[config.mk]
export PLATFORM = sky130hd
export DESIGN_NAME = mstc_stats
export DESIGN_NICKNAME = d
export VERILOG_FILES = /design/src/hdl/mstc_counter.v /design/src/hdl/mstc_stats.v
export VERILOG_INCLUDE_DIRS = /design/src /design/src/hdl
export SDC_FILE = /design/constraint.sdc
export NUM_CORES = 1
export LEC_CHECK = 0
export BUFFER_PORTS_ARGS = -buffer_cell sky130_fd_sc_hd__buf_2
export CORE_MARGIN = 10
export CORE_UTILIZATION = 55
export CTS_BUF_LIST = sky130_fd_sc_hd__clkbuf_4
export DETAILED_ROUTE_END_ITERATION = 16
export PLACE_DENSITY = 0.79
export SLEW_MARGIN = 40
export SYNTH_ARGS = -nofsm -noshare
export SYNTH_HDL_FRONTEND = slang
export SYNTH_SLANG_ARGS = --single-unit
[constraint.sdc]
create_clock -name clk_sys -period 2.8 [get_ports clk_sys]
set_clock_uncertainty 0.15 [all_clocks]
set_input_delay 0.28 -clock clk_sys [delete_from_list [all_inputs] [get_ports clk_sys]]
set_output_delay 0.28 -clock clk_sys [all_outputs]
set_load 0.01 [all_outputs]
[src/hdl/mstc_map.vh]
// register offsets, field positions and limits of the statistics bank
`ifndef MSTC_MAP_VH
`define MSTC_MAP_VH

// byte offsets of the counters and of the local control word
`define MSTC_OFF_PAUSE_RX 8'h00
`define MSTC_OFF_TX_OK 8'h04
`define MSTC_OFF_ONE_COL 8'h08
`define MSTC_OFF_MANY_COL 8'h0C
`define MSTC_OFF_RX_OK 8'h10
`define MSTC_OFF_CRC_ERR 8'h14
`define MSTC_OFF_ALIGN_ERR 8'h18
`define MSTC_OFF_DEFER_TX 8'h1C
`define MSTC_OFF_CTRL 8'h20

// control word fields: mirror the network control / configuration bits
`define MSTC_CTRL_RX_EN 0
`define MSTC_CTRL_STAT_WE 7
`define MSTC_CTRL_BIG_FRAME 8
`define MSTC_RST_RX_EN 1'b0
`define MSTC_RST_STAT_WE 1'b0
`define MSTC_RST_BIG_FRAME 1'b0

// counter widths
`define MSTC_W16 16
`define MSTC_W24 24
`define MSTC_W8 8

// frame length limits in bytes
`define MSTC_LEN_MIN 11'd64
`define MSTC_LEN_MAX 11'd1518
`define MSTC_LEN_MAX_BIG 11'd1536

// collision count limits for the multi-collision counter
`define MSTC_COL_MANY_LO 5'd2
`define MSTC_COL_MANY_HI 5'd15

`endif

[src/hdl/mstc_counter.v]
// one saturating, clear-on-read statistics counter
`timescale 1ns/1ps
`default_nettype none

module mstc_counter #(
  parameter WIDTH = 16
) (
  input wire clk_sys,
  input wire rst_n,
  input wire inc,
  input wire rd_clr,
  input wire wr_en,
  input wire [31:0] wr_data,
  output reg [WIDTH-1:0] count_q
);

  reg [WIDTH-1:0] count_d;

  always @*
  begin
    count_d = count_q;
    if (wr_en)
    begin
      count_d = wr_data[WIDTH-1:0];
    end
    else if (rd_clr)
    begin
      // an event in the read cycle is lost; value was just returned
      count_d = {WIDTH{1'b0}};
    end
    else if (inc && (count_q != {WIDTH{1'b1}}))
    begin
      count_d = count_q + {{(WIDTH-1){1'b0}}, 1'b1};
    end
  end

  always @(posedge clk_sys or negedge rst_n)
  begin
    if (!rst_n)
    begin
      count_q <= {WIDTH{1'b0}};
    end
    else
    begin
      count_q <= count_d;
    end
  end

endmodule

`default_nettype wire

[src/hdl/mstc_stats.v]
// statistics counter bank of a 10/100 mac with a wishbone slave
// What this block does
// - read returns value, then clears counter
// - counters stick at all ones
// - receive counters count only with rx enable
// - counter writes only take effect with bit 7
// - count good pause frames, 64..1518 bytes
// - bit 8 raises upper limit to 1536
// - count frames sent without underrun or retry limit
// - count good sends after exactly one collision
// - count good sends after 2..15 collisions
// - count good frames recognised and copied
// - count valid whole-byte frames with bad crc
// - whole-byte symbol errors also count as crc
// - count valid odd-bit frames with bad crc
// - odd-bit symbol errors also count as alignment
// - count first-attempt deferrals without collision or underrun
//
// Chosen here: the register addresses and register access over Wishbone.
`timescale 1ns/1ps
`default_nettype none
`include "mstc_map.vh"

module mstc_stats #(
  parameter W_PAUSE = `MSTC_W16,
  parameter W_TX_OK = `MSTC_W24,
  parameter W_ONE = `MSTC_W16,
  parameter W_MANY = `MSTC_W16,
  parameter W_RX_OK = `MSTC_W24,
  parameter W_CRC = `MSTC_W8,
  parameter W_ALIGN = `MSTC_W8,
  parameter W_DEFER = `MSTC_W16
) (
  input wire clk_sys,
  input wire rst_n,
  // wishbone classic slave
  input wire wb_cyc_i,
  input wire wb_stb_i,
  input wire wb_we_i,
  input wire [7:0] wb_adr_i,
  input wire [3:0] wb_sel_i,
  input wire [31:0] wb_dat_i,
  output reg [31:0] wb_dat_o,
  output reg wb_ack_o,
  // receive frame end report, one-cycle pulse with qualifiers
  input wire rx_frame_done,
  input wire [10:0] rx_len,
  input wire rx_odd_bits,
  input wire rx_crc_bad,
  input wire rx_symbol_err,
  input wire rx_is_pause,
  input wire rx_addr_match,
  input wire rx_copied,
  // transmit frame end report, one-cycle pulse with qualifiers
  input wire tx_frame_done,
  input wire tx_underrun,
  input wire tx_retry_limit,
  input wire [4:0] tx_collisions,
  input wire tx_deferred,
  // local control bits, visible to the mac core
  output reg rx_enable_q,
  output reg big_frame_q
);

  // --------------------------------------------------------------
  // control register
  // --------------------------------------------------------------
  reg stat_we_q;
  // ack low keeps a held strobe from being taken twice
  wire req = wb_cyc_i & wb_stb_i & ~wb_ack_o;
  wire wr_req = req & wb_we_i;
  wire rd_req = req & ~wb_we_i;
  wire ctrl_hit = (wb_adr_i == `MSTC_OFF_CTRL);

  always @(posedge clk_sys or negedge rst_n)
  begin
    if (!rst_n)
    begin
      rx_enable_q <= `MSTC_RST_RX_EN;
      stat_we_q <= `MSTC_RST_STAT_WE;
      big_frame_q <= `MSTC_RST_BIG_FRAME;
    end
    else if (wr_req && ctrl_hit)
    begin
      if (wb_sel_i[0])
      begin
        rx_enable_q <= wb_dat_i[`MSTC_CTRL_RX_EN];
        stat_we_q <= wb_dat_i[`MSTC_CTRL_STAT_WE];
      end
      if (wb_sel_i[1])
      begin
        big_frame_q <= wb_dat_i[`MSTC_CTRL_BIG_FRAME];
      end
    end
  end

  // --------------------------------------------------------------
  // receive classification
  // --------------------------------------------------------------
  wire [10:0] len_max = big_frame_q ? `MSTC_LEN_MAX_BIG
                                    : `MSTC_LEN_MAX;
  wire len_ok = (rx_len >= `MSTC_LEN_MIN) && (rx_len <= len_max);
  wire rx_ev = rx_frame_done & rx_enable_q;
  wire rx_good = len_ok & ~rx_odd_bits & ~rx_crc_bad & ~rx_symbol_err;
  // a symbol error is booked like a bad crc
  wire rx_bad = rx_crc_bad | rx_symbol_err;

  wire inc_pause = rx_ev & rx_good & rx_is_pause;
  wire inc_rx_ok = rx_ev & rx_good & rx_addr_match
                   & rx_copied;
  // crc or symbol error on whole bytes
  wire inc_crc = rx_ev & len_ok & ~rx_odd_bits
                 & rx_bad;
  wire inc_align = rx_ev & len_ok & rx_odd_bits
                   & rx_bad;

  // --------------------------------------------------------------
  // transmit classification
  // --------------------------------------------------------------
  // transmit counters do not look at the receive enable
  wire tx_good = tx_frame_done & ~tx_underrun & ~tx_retry_limit;
  wire inc_tx_ok = tx_good;
  wire inc_one = tx_good & (tx_collisions == 5'd1);
  wire inc_many = tx_good & (tx_collisions >= `MSTC_COL_MANY_LO)
                  & (tx_collisions <= `MSTC_COL_MANY_HI);
  wire inc_defer = tx_frame_done & tx_deferred & ~tx_underrun
                   & (tx_collisions == 5'd0);

  // --------------------------------------------------------------
  // counter bank
  // --------------------------------------------------------------
  // writes without the enable are still acked, then dropped
  wire stat_wr = wr_req & stat_we_q;
  wire [7:0] inc_v = {inc_defer, inc_align, inc_crc, inc_rx_ok,
                      inc_many, inc_one, inc_tx_ok, inc_pause};

  // --------------------------------------------------------------
  // address decode
  // --------------------------------------------------------------
  // one-hot on the byte offset; unmapped offsets hit nothing
  wire [7:0] hit_v;
  assign hit_v[0] = (wb_adr_i == `MSTC_OFF_PAUSE_RX);
  assign hit_v[1] = (wb_adr_i == `MSTC_OFF_TX_OK);
  assign hit_v[2] = (wb_adr_i == `MSTC_OFF_ONE_COL);
  assign hit_v[3] = (wb_adr_i == `MSTC_OFF_MANY_COL);
  assign hit_v[4] = (wb_adr_i == `MSTC_OFF_RX_OK);
  assign hit_v[5] = (wb_adr_i == `MSTC_OFF_CRC_ERR);
  assign hit_v[6] = (wb_adr_i == `MSTC_OFF_ALIGN_ERR);
  assign hit_v[7] = (wb_adr_i == `MSTC_OFF_DEFER_TX);
  // writes need all byte lanes so a partial write cannot tear a count
  wire full_sel = (wb_sel_i == 4'hF);
  wire [7:0] wr_v = hit_v & {8{stat_wr & full_sel}};
  wire [7:0] rd_v = hit_v & {8{rd_req}};

  wire [W_PAUSE-1:0] c_pause;
  wire [W_TX_OK-1:0] c_tx_ok;
  wire [W_ONE-1:0] c_one;
  wire [W_MANY-1:0] c_many;
  wire [W_RX_OK-1:0] c_rx_ok;
  wire [W_CRC-1:0] c_crc;
  wire [W_ALIGN-1:0] c_align;
  wire [W_DEFER-1:0] c_defer;

  // --------------------------------------------------------------
  // counter instances
  // --------------------------------------------------------------
  // good pause frames
  mstc_counter #(
    .WIDTH(W_PAUSE)
  ) u_pause (
    .clk_sys(clk_sys),
    .rst_n(rst_n),
    .inc(inc_v[0]),
    .rd_clr(rd_v[0]),
    .wr_en(wr_v[0]),
    .wr_data(wb_dat_i),
    .count_q(c_pause)
  );

  // frames sent ok
  mstc_counter #(
    .WIDTH(W_TX_OK)
  ) u_tx_ok (
    .clk_sys(clk_sys),
    .rst_n(rst_n),
    .inc(inc_v[1]),
    .rd_clr(rd_v[1]),
    .wr_en(wr_v[1]),
    .wr_data(wb_dat_i),
    .count_q(c_tx_ok)
  );

  // sent after one collision
  mstc_counter #(
    .WIDTH(W_ONE)
  ) u_one (
    .clk_sys(clk_sys),
    .rst_n(rst_n),
    .inc(inc_v[2]),
    .rd_clr(rd_v[2]),
    .wr_en(wr_v[2]),
    .wr_data(wb_dat_i),
    .count_q(c_one)
  );

  // sent after several collisions
  mstc_counter #(
    .WIDTH(W_MANY)
  ) u_many (
    .clk_sys(clk_sys),
    .rst_n(rst_n),
    .inc(inc_v[3]),
    .rd_clr(rd_v[3]),
    .wr_en(wr_v[3]),
    .wr_data(wb_dat_i),
    .count_q(c_many)
  );

  // good frames received and copied
  mstc_counter #(
    .WIDTH(W_RX_OK)
  ) u_rx_ok (
    .clk_sys(clk_sys),
    .rst_n(rst_n),
    .inc(inc_v[4]),
    .rd_clr(rd_v[4]),
    .wr_en(wr_v[4]),
    .wr_data(wb_dat_i),
    .count_q(c_rx_ok)
  );

  // whole-byte crc errors
  mstc_counter #(
    .WIDTH(W_CRC)
  ) u_crc (
    .clk_sys(clk_sys),
    .rst_n(rst_n),
    .inc(inc_v[5]),
    .rd_clr(rd_v[5]),
    .wr_en(wr_v[5]),
    .wr_data(wb_dat_i),
    .count_q(c_crc)
  );

  // odd-bit crc errors
  mstc_counter #(
    .WIDTH(W_ALIGN)
  ) u_align (
    .clk_sys(clk_sys),
    .rst_n(rst_n),
    .inc(inc_v[6]),
    .rd_clr(rd_v[6]),
    .wr_en(wr_v[6]),
    .wr_data(wb_dat_i),
    .count_q(c_align)
  );

  // first-attempt deferrals
  mstc_counter #(
    .WIDTH(W_DEFER)
  ) u_defer (
    .clk_sys(clk_sys),
    .rst_n(rst_n),
    .inc(inc_v[7]),
    .rd_clr(rd_v[7]),
    .wr_en(wr_v[7]),
    .wr_data(wb_dat_i),
    .count_q(c_defer)
  );

  // --------------------------------------------------------------
  // read mux and acknowledge
  // --------------------------------------------------------------
  reg [31:0] rd_d;

  always @*
  begin
    rd_d = 32'h0000_0000;
    case (wb_adr_i)
      `MSTC_OFF_PAUSE_RX:
      begin
        rd_d[W_PAUSE-1:0] = c_pause;
      end
      `MSTC_OFF_TX_OK:
      begin
        rd_d[W_TX_OK-1:0] = c_tx_ok;
      end
      `MSTC_OFF_ONE_COL:
      begin
        rd_d[W_ONE-1:0] = c_one;
      end
      `MSTC_OFF_MANY_COL:
      begin
        rd_d[W_MANY-1:0] = c_many;
      end
      `MSTC_OFF_RX_OK:
      begin
        rd_d[W_RX_OK-1:0] = c_rx_ok;
      end
      `MSTC_OFF_CRC_ERR:
      begin
        rd_d[W_CRC-1:0] = c_crc;
      end
      `MSTC_OFF_ALIGN_ERR:
      begin
        rd_d[W_ALIGN-1:0] = c_align;
      end
      `MSTC_OFF_DEFER_TX:
      begin
        rd_d[W_DEFER-1:0] = c_defer;
      end
      `MSTC_OFF_CTRL:
      begin
        rd_d[`MSTC_CTRL_RX_EN] = rx_enable_q;
        rd_d[`MSTC_CTRL_STAT_WE] = stat_we_q;
        rd_d[`MSTC_CTRL_BIG_FRAME] = big_frame_q;
      end
      default:
      begin
        rd_d = 32'h0000_0000;
      end
    endcase
  end

  // unmapped addresses still ack: reads give zero, writes are dropped
  always @(posedge clk_sys or negedge rst_n)
  begin
    if (!rst_n)
    begin
      wb_ack_o <= 1'b0;
      wb_dat_o <= 32'h0000_0000;
    end
    else
    begin
      wb_ack_o <= req;
      // read data holds between reads so a late sample still sees it
      if (rd_req)
      begin
        wb_dat_o <= rd_d;
      end
    end
  end

endmodule

`default_nettype wire

==> results.sh <==
export IMPL_yosysSeqAreaShare_pct=35.37
export IMPL_stdcell_count=1744
export IMPL_hold_violations=0
export IMPL_fin_setup_tns_ns=0
export IMPL_grt_pass1_wl_mm=63.49
export IMPL_critPathKind="reg2reg"
export IMPL_clock_sinks=156
export IMPL_nets=1561
export IMPL_hold_slack_ns=0.03373
export IMPL_gp_congestion=1.009
export IMPL_setup_violations=0
export IMPL_antenna_found_initial=2
export IMPL_fmax_mhz=377.6
export IMPL_die_area_sq_um=26140
export IMPL_p_total_uw=4643
export IMPL_layout_area_seq_sq_um=3905
export IMPL_hold_depth=5
export IMPL_ir_drop_mv=0.2126
export IMPL_grt_setup_unrepaired="no"
export IMPL_rows=51
export IMPL_p_leak_uw=0.005614
export IMPL_num_io_pins=111
export IMPL_avgRoutedWirePerCell_microns=23.42
export IMPL_syn_inst=1335
export IMPL_cts_buffers=17
export IMPL_via_per_inst=7.013
export IMPL_clock_latency_ns=0.59
export IMPL_status="complete, no violations"
export IMPL_regToRegEndpoint="u_pause.count_q[3]"
export IMPL_grt_pass1_vias=11440
export IMPL_start_util_pct=56.35
export IMPL_numPlacedInstances=1687
export IMPL_h_tree_depth=4
export IMPL_core_area_sq_um=19590
export IMPL_tritoncts="done"
export IMPL_worstPathRequired_ns=3.14
export IMPL_slew_headroom_pct=43.53
export IMPL_yosysWarnings=0
export IMPL_path_max_fanout=22
export IMPL_fin_crit_sh_pct=94.59
export IMPL_synth_edf_count=0
export IMPL_die_width_microns=161.7
export IMPL_clockBufferDepth=2
export IMPL_drive_above_1_share_pct=17.86
export IMPL_grt_max_degree=68
export IMPL_die_y_microns=161.7
export IMPL_ant_nets=0
export IMPL_async_flop_share_pct=100.0
export IMPL_drt_iter0_markers=1756
export IMPL_synthFlopType="dfrtp_1"
export IMPL_avgSynthCellArea_sq_um=8.268
export IMPL_hold_path_class="in2reg"
export IMPL_rr_worst_depth=8
export IMPL_worst_slew_pin_slew_ns=0.8471
export IMPL_multiInputGateArea_sq_um=6653
export IMPL_post_route_min_period_ns=2.649
export IMPL_syn_area_sq_um=11040
export IMPL_dr_pass1_iters=7
export IMPL_worstSetupEndpointType="flop"
export IMPL_synthDistinctLibCells=93
export IMPL_root_buffer="clkbuf_4"
export IMPL_fill_cells=1713
export IMPL_path_clk_slew_ns=0.13
export IMPL_powerDensity_nw_per_um2=368.0
export IMPL_r2r_start="big_frame_q"
export IMPL_routed_wirelength_mm=40.84
export IMPL_holdPathEnd="u_many.count_q[15]"
export IMPL_vias=12230
export IMPL_ff2ff_setup_slack_ns=0.15
export IMPL_grtUsageTotal_pct=30.34
export IMPL_maxSlewViolCount=0
export IMPL_cp_data_arrival_time_ns=2.98
export IMPL_cap_violations=0
export IMPL_syn2layout_area_growth_pct=14.31
export IMPL_synth_seq_cells=156
export IMPL_grt_overflow_total=0
export IMPL_cp_start_kind="flop"
export IMPL_hp_start="tx_collisions[4]"
export IMPL_drcViolationCount=0
export IMPL_dp_hpwl_mm=29.69
export IMPL_io_buffers=94
## power breakdown
part           switching [uW]  internal, uW
clock network             805           598
logic                     444           283
registers                 155          2360
## cell usage in the layout, fill, tap and decap left out, types with 15 or more instances in the layout
cell type      instances
nor2_1               145
a221oi_1              20
dfrtp_1              155
nor3_1                26
o21ai_0               75
a31oi_1               43
a21oi_1              155
buf_4                 80
a22oi_1               17
a21o_1                21
a22o_1                18
clkbuf_4              18
ha_1                  16
nand2_1              133
dlygate4sd3_1         28
and3_1                37
buf_2                 93
o31ai_1               15
nand4_1               42
nand3_1               60
## synth_stat cells (7+ instances only)
library cell	count	area, sq um
dfrtp_1	156	3904
a21oi_1	155	775.7
nor2_1	147	551.8
nand2_1	133	499.2
o21ai_0	76	380.4
nand3_1	60	300.3
clkbuf_1	52	195.2
a31oi_1	43	269.0
nand4_1	42	262.8
and3_1	37	231.5
nor3_1	28	140.1
buf_2	23	115.1
a21o_1	21	157.7
a221oi_1	20	175.2
a22o_1	18	157.7
a22oi_1	17	127.6
ha_1	16	200.2
o31ai_1	15	112.6
a2bb2oi_1	14	122.6
a32o_1	14	140.1
buf_4	14	105.1
o311a_1	13	130.1
inv_1	12	45.04
a211oi_1	10	75.07
and4_1	9	78.83
o211a_1	9	90.09
and2_1	8	50.05
mux2i_1	7	70.07
mux4_2	7	157.7
## worst max path at each step
stage,endpoint,slack [ns],start,depth (start not counted)
CTS,u_rx_ok.count_q[15],0.02,big_frame_q,8
detailed placement,u_rx_ok.count_q[15],0.05,big_frame_q,8
finish,u_pause.count_q[3],0.15,big_frame_q,8
global placement,u_pause.count_q[3],0.19,big_frame_q,8
global route,u_pause.count_q[15],0.02,big_frame_q,8
floorplan,u_crc.count_q[3],0.13,big_frame_q,8
## sequential cells by signal, summed over array words and instances (netlist names), 8 cells and up
| signal | count |
|---|---|
| u_many.count_q | 16 |
| u_pause.count_q | 16 |
| u_rx_ok.count_q | 24 |
| u_align.count_q | 8 |
| u_defer.count_q | 16 |
| u_tx_ok.count_q | 24 |
| wb_dat_o | 24 |
| u_one.count_q | 16 |
| u_crc.count_q | 8 |
## critical path: stages, from the launching register on
cell	delay (ns)
dfrtp_2	0.49
ha_1	0.30
a211oi_1	0.31
o22ai_1	0.17
o32a_2	0.45
nor2_1	0.13
buf_4	0.26
a21oi_1	0.11
o22a_1	0.18
## logic make-up after synthesis
group                    Yosys count  share of synthesized area (%)
AND/OR/NAND/NOR                  532                          24.55
flip-flops                       156                          35.37
other                              1                        0.03397
AO/OA/AOI/OAI                    501                          30.80
adder cells (fa/ha/maj)           16                          1.814
buffers and inverters            109                          4.761
multiplexers                      20                          2.675
## routing by layer
layer	up-vias	wire length, microns	global-route usage, %
met3	195	4595	5.915
met5	-	13	0
li1	5375	-	-
met1	5861	15130	38.54
met4	2	2617	17.16
met2	797	18480	47.58
## metrics by stage
step	cell area [sq um]	util (%)	setup WS (ns)
floorplan	11060	-	0.1346
global placement	12060	61.58	0.1940
detailed placement	12060	61.58	0.05456
CTS	12610	64.35	0.01515
global route	12620	64.41	0.02252
finish	12620	64.41	0.1514
## cell type report
| type | count | area share, % |
|---|---|---|
| Clock inverter | 10 | 1.012 |
| Clock buffer | 18 | 1.071 |
| Sequential cell | 156 | 30.95 |
| Multi-Input combinational cell | 1077 | 52.73 |
| Timing Repair Buffer | 205 | 11.24 |
| Inverter | 12 | 0.3570 |
| Tap cell | 265 | 2.628 |
| Antenna cell | 1 | 0.01983 |
## repair_timing
action                                 4_1_cts  5_1_grt
buffers inserted                             0        0
gates resized for setup                      0        6
hold buffers                                28        0
setup endpoints to repair                    0       45
endpoints found under the hold margin      140        0
No activity file was read; power rests on OpenSTA's default activity.
